$ cat src/logic/smlvw_pkg.sv
`default_nettype none
package smlvw_pkg;

   ////////////////////////////////////////////////////////////////////////
   // register map, byte addresses of aligned 32-bit words
   localparam logic [7:0] STOP_CTRL_OFFSET  = 8'h00;
   localparam logic [7:0] WARN_CTRL_OFFSET  = 8'h04;
   localparam logic [7:0] IRQ_STATUS_OFFSET = 8'h08;
   localparam logic [7:0] IRQ_MASK_OFFSET   = 8'h0C;

   ////////////////////////////////////////////////////////////////////////
   // stop_power_down_ctrl_status fields
   localparam int FULL_PD_FLAG_BIT    = 4;
   localparam int PARTIAL_PD_FLAG_BIT = 3;
   localparam int PD_ACK_BIT          = 2;
   localparam int PD_ENABLE_BIT       = 1;
   localparam int PD_MODE_BIT         = 0;

   ////////////////////////////////////////////////////////////////////////
   // low_voltage_warning_ctrl_status fields
   localparam int WARN_FLAG_BIT       = 7;
   localparam int WARN_ACK_BIT        = 6;
   localparam int DETECT_TRIP_BIT     = 5;
   localparam int WARN_TRIP_BIT       = 4;

   ////////////////////////////////////////////////////////////////////////
   // interrupt status and mask fields
   localparam int IRQ_WARN_BIT        = 0;
   localparam int IRQ_RECOVER_BIT     = 1;
   localparam int IRQ_W               = 2;

   ////////////////////////////////////////////////////////////////////////
   // reset values
   localparam logic [IRQ_W-1:0] IRQ_RESET     = 2'h0;
   localparam logic             BIT_RESET     = 1'b0;
   localparam logic [31:0]      RDATA_RESET   = 32'h0000_0000;

   ////////////////////////////////////////////////////////////////////////
   // power-down mode encoding of the mode select bit
   typedef enum logic
   {
      SMLVW_MODE_FULL    = 1'b0,
      SMLVW_MODE_PARTIAL = 1'b1
   } smlvw_mode_type;

endpackage : smlvw_pkg
`default_nettype wire

$ cat src/logic/smlvw_sense_if.sv
`timescale 1ns/1ps
`default_nettype none
// synchronized comparator levels from the sync stage to the controller
interface smlvw_sense_if;
   logic warn_level;

   modport src
   (
      output warn_level
   );

   modport dst
   (
      input warn_level
   );
endinterface : smlvw_sense_if
`default_nettype wire

$ cat src/logic/smlvw_ctrl.sv
// Function
// bit 4 reads 1 after recovery from full power-down stop, else 0.
// bit 3 reads 1 after recovery from partial power-down stop, else 0.
// writing 1 to bit 2 clears both recovery flags together.
// bit 1 forbids power-down entry at 0, allows selected mode at 1.
// bit 0 picks full power down at 0, partial at 1.
// write-once bits take the first write after reset, later writes ignored.
// warning flag bit 7 is sticky: set while warning, held until cleared.
// flag sets when supply below warning point, also right after reset.
// writing 1 to bit 6 clears flag only when no warning present.
// bit 5 picks detect trip point: 0 low, 1 high.
// bit 4 of warning register picks warning trip point: 0 low, 1 high.
// power-on reset clears both trip selects; other resets leave them.
// software acknowledges after partial power-down restore before pin access.
// warning level is synchronized; set beats simultaneous acknowledge.
//
// Chosen here: the APB register port and the register addresses.
`timescale 1ns/1ps
`default_nettype none
module smlvw_ctrl
(
   input  wire logic          clk_sys,
   input  wire logic          rst,
   input  wire logic          clk_en,
   input  wire logic          reset_is_por,
   // apb slave
   input  wire logic          psel,
   input  wire logic          penable,
   input  wire logic          pwrite,
   input  wire logic [7:0]    paddr,
   input  wire logic [31:0]   pwdata,
   output logic [31:0]        prdata,
   output logic               pready,
   output logic               pslverr,
   // power controller and comparator
   input  wire logic          supply_warning_async,
   input  wire logic          full_power_down_recovered,
   input  wire logic          partial_power_down_recovered,
   input  wire logic          stop_request,
   output logic               enter_full_power_down_stop,
   output logic               enter_partial_power_down_stop,
   output logic               power_down_entry_enable,
   output smlvw_pkg::smlvw_mode_type power_down_mode_select,
   output logic               detect_trip_select,
   output logic               warning_trip_select,
   output logic               irq
);
   import smlvw_pkg::*;

   ////////////////////////////////////////////////////////////////////////
   // declarations
   smlvw_sense_if sense ();

   logic                full_pd_flag_q;
   logic                partial_pd_flag_q;
   logic                pd_enable_q;
   smlvw_mode_type      pd_mode_q;
   logic                write_once_lock_q;
   logic                warn_flag_q;
   logic                detect_trip_q;
   logic                warn_trip_q;
   logic [IRQ_W-1:0]    irq_status_q;
   logic [IRQ_W-1:0]    irq_mask_q;
   logic [IRQ_W-1:0]    irq_events;
   logic [31:0]         prdata_q;
   logic [31:0]         read_word;
   logic                enter_full_q;
   logic                enter_partial_q;
   logic                setup_phase;
   logic                access_phase;
   logic                wr_en;
   logic                addr_hit;
   logic                wr_stop;
   logic                wr_warn;
   logic                wr_status;
   logic                wr_mask;
   logic                pd_ack;
   logic                warn_ack;
   logic                warn_set;
   logic                recover_event;

   ////////////////////////////////////////////////////////////////////////
   // comparator synchronizer
   smlvw_sync u_sync
   (
      .clk_sys    (clk_sys),
      .rst        (rst),
      .clk_en     (clk_en),
      .warn_async (supply_warning_async),
      .sense      (sense.src)
   );

   ////////////////////////////////////////////////////////////////////////
   // apb decode; zero wait states while clock enable is high
   assign setup_phase  = psel && !penable && clk_en;
   assign access_phase = psel && penable;
   assign pready       = clk_en;
   assign wr_en        = access_phase && pwrite && clk_en;

   // address decode
   always_comb
   begin
      addr_hit = 1'b1;
      unique case (paddr)
         STOP_CTRL_OFFSET, WARN_CTRL_OFFSET,
         IRQ_STATUS_OFFSET, IRQ_MASK_OFFSET: addr_hit = 1'b1;
         default:                            addr_hit = 1'b0;
      endcase
   end

   // unmapped addresses answer with an error
   assign pslverr   = access_phase && !addr_hit;

   // per-register write strobes
   assign wr_stop   = wr_en && (paddr == STOP_CTRL_OFFSET);
   assign wr_warn   = wr_en && (paddr == WARN_CTRL_OFFSET);
   assign wr_status = wr_en && (paddr == IRQ_STATUS_OFFSET);
   assign wr_mask   = wr_en && (paddr == IRQ_MASK_OFFSET);

   // acknowledge strobes; the ack bits themselves are never stored
   assign pd_ack    = wr_stop && pwdata[PD_ACK_BIT];
   assign warn_ack  = wr_warn && pwdata[WARN_ACK_BIT];

   ////////////////////////////////////////////////////////////////////////
   // stop mode recovery flags
   always_ff @(posedge clk_sys)
   begin
      if (rst)
      begin
         full_pd_flag_q    <= BIT_RESET;
         partial_pd_flag_q <= BIT_RESET;
      end
      else if (clk_en)
      begin
         // a recovery event in the ack cycle wins
         if (full_power_down_recovered)
            full_pd_flag_q <= 1'b1;
         else if (pd_ack)
            full_pd_flag_q <= 1'b0;
         if (partial_power_down_recovered)
            partial_pd_flag_q <= 1'b1;
         else if (pd_ack)
            partial_pd_flag_q <= 1'b0;
      end
   end

   ////////////////////////////////////////////////////////////////////////
   // write-once power-down controls
   always_ff @(posedge clk_sys)
   begin
      if (rst)
      begin
         pd_enable_q       <= BIT_RESET;
         pd_mode_q         <= SMLVW_MODE_FULL;
         write_once_lock_q <= BIT_RESET;
      end
      else if (clk_en && wr_stop && !write_once_lock_q)
      begin
         pd_enable_q       <= pwdata[PD_ENABLE_BIT];
         pd_mode_q         <= smlvw_mode_type'(pwdata[PD_MODE_BIT]);
         write_once_lock_q <= 1'b1;
      end
   end

   ////////////////////////////////////////////////////////////////////////
   // stop entry steering
   always_ff @(posedge clk_sys)
   begin
      if (rst)
      begin
         enter_full_q    <= BIT_RESET;
         enter_partial_q <= BIT_RESET;
      end
      else if (clk_en)
      begin
         enter_full_q    <= stop_request && pd_enable_q &&
                            (pd_mode_q == SMLVW_MODE_FULL);
         enter_partial_q <= stop_request && pd_enable_q &&
                            (pd_mode_q == SMLVW_MODE_PARTIAL);
      end
   end

   assign enter_full_power_down_stop    = enter_full_q;
   assign enter_partial_power_down_stop = enter_partial_q;
   assign power_down_entry_enable       = pd_enable_q;
   assign power_down_mode_select        = pd_mode_q;

   ////////////////////////////////////////////////////////////////////////
   // sticky low-voltage warning flag
   always_ff @(posedge clk_sys)
   begin
      if (rst)
      begin
         warn_flag_q <= BIT_RESET;
      end
      else if (clk_en)
      begin
         // live level re-sets the flag after reset too
         if (sense.warn_level)
            warn_flag_q <= 1'b1;
         else if (warn_ack)
            warn_flag_q <= 1'b0;
      end
   end

   ////////////////////////////////////////////////////////////////////////
   // trip point selects, cleared only by power-on reset
   always_ff @(posedge clk_sys)
   begin
      if (rst && reset_is_por)
      begin
         detect_trip_q <= BIT_RESET;
         warn_trip_q   <= BIT_RESET;
      end
      else if (!rst && clk_en && wr_warn)
      begin
         detect_trip_q <= pwdata[DETECT_TRIP_BIT];
         warn_trip_q   <= pwdata[WARN_TRIP_BIT];
      end
   end

   assign detect_trip_select  = detect_trip_q;
   assign warning_trip_select = warn_trip_q;

   ////////////////////////////////////////////////////////////////////////
   // interrupt events: flag rising and any stop recovery
   assign warn_set      = sense.warn_level && !warn_flag_q;
   assign recover_event = full_power_down_recovered || partial_power_down_recovered;
   assign irq_events    = {recover_event, warn_set};

   // sticky status, write one to clear, set wins
   always_ff @(posedge clk_sys)
   begin
      if (rst)
      begin
         irq_status_q <= IRQ_RESET;
      end
      else if (clk_en)
      begin
         irq_status_q <= irq_events |
                         (irq_status_q & ~(wr_status ? pwdata[IRQ_W-1:0] : IRQ_RESET));
      end
   end

   // interrupt mask
   always_ff @(posedge clk_sys)
   begin
      if (rst)
      begin
         irq_mask_q <= IRQ_RESET;
      end
      else if (clk_en && wr_mask)
      begin
         irq_mask_q <= pwdata[IRQ_W-1:0];
      end
   end

   // level interrupt
   assign irq = |(irq_status_q & irq_mask_q);

   ////////////////////////////////////////////////////////////////////////
   // read mux; ack bits and reserved bits read as zero
   always_comb
   begin
      read_word = RDATA_RESET;
      unique case (paddr)
         STOP_CTRL_OFFSET:
         begin
            read_word[FULL_PD_FLAG_BIT]    = full_pd_flag_q;
            read_word[PARTIAL_PD_FLAG_BIT] = partial_pd_flag_q;
            read_word[PD_ENABLE_BIT]       = pd_enable_q;
            read_word[PD_MODE_BIT]         = pd_mode_q;
         end
         WARN_CTRL_OFFSET:
         begin
            read_word[WARN_FLAG_BIT]       = warn_flag_q;
            read_word[DETECT_TRIP_BIT]     = detect_trip_q;
            read_word[WARN_TRIP_BIT]       = warn_trip_q;
         end
         IRQ_STATUS_OFFSET: read_word[IRQ_W-1:0] = irq_status_q;
         IRQ_MASK_OFFSET:   read_word[IRQ_W-1:0] = irq_mask_q;
         default:           read_word = RDATA_RESET;
      endcase
   end

   // read data captured in the setup cycle
   always_ff @(posedge clk_sys)
   begin
      if (rst)
      begin
         prdata_q <= RDATA_RESET;
      end
      else if (setup_phase && !pwrite)
      begin
         prdata_q <= read_word;
      end
   end

   assign prdata = prdata_q;

endmodule : smlvw_ctrl
`default_nettype wire

$ cat src/logic/smlvw_sync.sv
`timescale 1ns/1ps
`default_nettype none
module smlvw_sync
(
   input  wire logic    clk_sys,
   input  wire logic    rst,
   input  wire logic    clk_en,
   input  wire logic    warn_async,
   smlvw_sense_if.src   sense
);
   import smlvw_pkg::*;

   logic stage1_q;
   logic stage2_q;

   ////////////////////////////////////////////////////////////////////////
   // two flops; stage1 is read only by stage2
   always_ff @(posedge clk_sys)
   begin
      if (rst)
      begin
         stage1_q <= BIT_RESET;
         stage2_q <= BIT_RESET;
      end
      else if (clk_en)
      begin
         stage1_q <= warn_async;
         stage2_q <= stage1_q;
      end
   end

   // level handed to the controller
   assign sense.warn_level = stage2_q;

endmodule : smlvw_sync
`default_nettype wire

$ cat config.mk
export PLATFORM = sky130hd
export DESIGN_NAME = smlvw_ctrl
export DESIGN_NICKNAME = d
export VERILOG_FILES = /design/src/logic/smlvw_pkg.sv /design/src/logic/smlvw_sense_if.sv /design/src/logic/smlvw_ctrl.sv /design/src/logic/smlvw_sync.sv
export SDC_FILE = /design/constraint.sdc
export NUM_CORES = 1
export LEC_CHECK = 0
export BUFFER_PORTS_ARGS = -buffer_cell sky130_fd_sc_hd__buf_4
export CAP_MARGIN = 20
export CORE_MARGIN = 3
export CORE_UTILIZATION = 45
export CTS_BUF_LIST = sky130_fd_sc_hd__clkbuf_4 sky130_fd_sc_hd__clkbuf_8
export CTS_CLUSTER_DIAMETER = 200
export DETAILED_ROUTE_END_ITERATION = 8
export PLACE_DENSITY = 0.85
export SLEW_MARGIN = 40
export SYNTH_ARGS = -nofsm -noshare
export SYNTH_HDL_FRONTEND = slang
export SYNTH_SLANG_ARGS = --single-unit
$ cat constraint.sdc
create_clock -name clk_sys -period 3.92 [get_ports clk_sys]
set_input_delay 0.784 -clock clk_sys [delete_from_list [all_inputs] [get_ports clk_sys]]
set_output_delay 0.784 -clock clk_sys [all_outputs]
set_load 0.01 [all_outputs]
==> qor.yml <==
syn_area_um2: 1285
overflow: 0
grt_max_degree: 20
finalWirelength_um: 2883
critical_path_class: "in2out"
fin_crit_sh: 0.6950
cts_tree: "done"
drive_gt1_frac: 0.2541
ir_worst_vdd_mv: 0.2252
die-area_um2: 3533
setup_tns_ps: 0
synth-compound-area-share: 0.1461
synth_flop_cell: "dfxtp_1"
drt_iter0_drc: 34
finClkSkew_ps: 8.939
powerDensity_nw_per_um2: 263.7
drc: 0
yosys.area_share.adder: 0
met2_length_um: 1490
worstSetupEndpointType: "primary output"
start_util: 0.4961
cts-root-buf: "clkbuf_4"
hold_ws_ps: 477.4
ys_ff_latch: 22
synth_cells: 149
rr_worst_depth: 3
avgSynthCellArea_um2: 8.624
p_int_mw: 0.2901
cts_buffer_depth: 2
post_cts.resized_instances: 0
cp.arrival_ps: 1940
avgViaCountPerCell: 5.213
grt_antenna_before_repair: 0
max_slew_margin: 0.6646
drtAntennaViolNets: 0
area_growth_pct: 16.46
cp-endpoint: "pslverr"
clk_latency_ps: 310
portBuffers: 39
synthXorXnorAreaFrac: 0
die_h_um: 59.44
reg2reg_from: "power_down_entry_enable"
hold_path.class: "reg2reg"
drtPass1Iterations: 4
final_cell_mix: "buf_4 (39), conb_1 (26), dfxtp_1 (22), nand2_1 (14)"
drv_cap: 0
synth.distinct_cells: 37
critPathRequiredTime_ps: 3140
grt_pass1_vias: 1026
cts_hold_buf: 0
grt_pass1_wl_um: 4478
clk_pin_slew_ps: 120
post-cts-setup-buffers: 0
n_antenna_cell: 0
fp-row-count: 18
drv_slew: 0
p_sw_mw: 0.1045
yosys.area_share.simple: 0.2220
synth_top_family_by_area: "simple AND/OR/NAND/NOR gates"
wirelength_met1_um: 1139
dp.cells: 208
die_w_um: 59.44
startpoint: "paddr[5]"
final_common_cell: "buf_4"
fin_util: 0.5778
setup_viol: 0
synth-edff-count: 0
track_usage: 0.1691
start_kind: "input port"
numClockSinks: 22
boundaryPins: 92
num-fill-cells: 233
p_leak_nw: 0.6963
r2r_slack_ps: 2880
worstMarginPinSlew_ps: 499.4
cts_made_buffers: 3
status: "finished clean"
final_hold_viol_count: 0
gp_congestion: 0.8621
final_cells: 211
cp_max_fo: 9
power_mw: 0.3946
synth_mux_area_frac: 0.08861
core-area_um2: 2590
hpwl_um: 2329
fin_crit_ps: 2724
h-tree-depth: 1
wl_met3_um: 223
r2r_end: "prdata[1]"
seq_power_share: 0.582
p_clk_frac: 0.254
fmax_ghz: 0.3671
final_nets: 234
rsz0062_at_grt: "false"
num_vias: 1100
comb_power_share: 0.163
netSwitchingFraction: 0.2648
wl_per_cell_um: 13.66
yosys_warnings: 0
dr.max_layer_used: "met4"
async_flop_share: 0
seq_area_frac_synth: 0.3427
[state kept, by name, summed over array words and instances (netlist names)]
signal	flops
partial_pd_flag_q	1
detect_trip_select	1
irq_status_q	2
warning_trip_select	1
u_sync.stage1_q	1
irq_mask_q	2
power_down_mode_select	1
prdata	6
write_once_lock_q	1
enter_partial_power_down_stop	1
full_pd_flag_q	1
u_sync.sense.warn_level	1
warn_flag_q	1
power_down_entry_enable	1
enter_full_power_down_stop	1
[final cells by class]
| class | count | area (um^2) | area share |
|---|---|---|---|
| clock buffers | 3 | 22.52 | 0.01505 |
| well taps | 30 | 37.54 | 0.02508 |
| multi-input cells | 112 | 684.4 | 0.4574 |
| flip-flops and latches | 22 | 440.4 | 0.2943 |
| repair buffers | 39 | 292.8 | 0.1957 |
| inverters | 5 | 18.77 | 0.01254 |
[cells by family (layout without fill, tap and decap cells)]
group,Yosys count,in the layout
mux,11,11
other cells,1,26
flops,22,22
simple gates,50,50
compound gates,25,25
buf+inv,40,47
[power by group through the flow]
stage	registers (mW)	clock network (mW)	logic, mW
after floorplan	0.234	0	0.0565
after global placement	0.234	0	0.0618
after detailed placement	0.235	0	0.0637
after CTS	0.230	0.105	0.0638
after global routing	0.230	0.113	0.0715
final	0.230	0.100	0.0645
[layer usage]
| metal | global-route usage | up-vias |
|---|---|---|
| met1 | 0.2005 | 509 |
| met3 | 0.02179 | 2 |
| li1 | - | 536 |
| met5 | 0 | - |
| met2 | 0.3027 | 53 |
| met4 | 0.06796 | 0 |
[worst min-delay path by stage]
stage | endpoint | depth (start not counted) | from | slack [ps]
2_1_floorplan | write_once_lock_q | 2 | write_once_lock_q | 440
3_3_place_gp | write_once_lock_q | 2 | write_once_lock_q | 450
3_5_place_dp | prdata[4] | 2 | prdata[4] | 460
4_1_cts | prdata[4] | 2 | prdata[4] | 480
5_1_grt | prdata[4] | 2 | prdata[4] | 500
6_report | prdata[4] | 2 | prdata[4] | 480
[synthesized netlist by cell type, types with 2 or more instances]
library cell	instances	area, um^2
mux2_2	2	22.52
nor2_1	7	26.28
inv_1	5	18.77
mux2i_1	8	80.08
nand3_1	5	25.02
o31a_1	2	17.52
and3_1	4	25.02
nand4_1	5	31.28
a211oi_1	2	15.01
buf_4	27	202.7
nand2b_1	4	25.02
clkbuf_1	6	22.52
a2bb2oi_1	2	17.52
a21boi_0	2	15.01
nand2_1	14	52.55
nor3b_1	2	15.01
buf_2	2	10.01
a21oi_1	8	40.04
o32ai_1	3	26.28
dfxtp_1	22	440.4
[per-stage QoR]
stage | instance area, um^2 | setup WS (ps)
final | 1496 | 1196
after global routing | 1496 | 1124
after CTS | 1496 | 1218
after detailed placement | 1474 | 1219
after global placement | 1474 | 1218
after floorplan | 1379 | 1571
[critical path, cell delays in order]
cell and delay, ps:
buf_4 120, nor4_4 500, nand2_1 180, and3_1 220, buf_4 130
(Power assumes the default switching activity.)
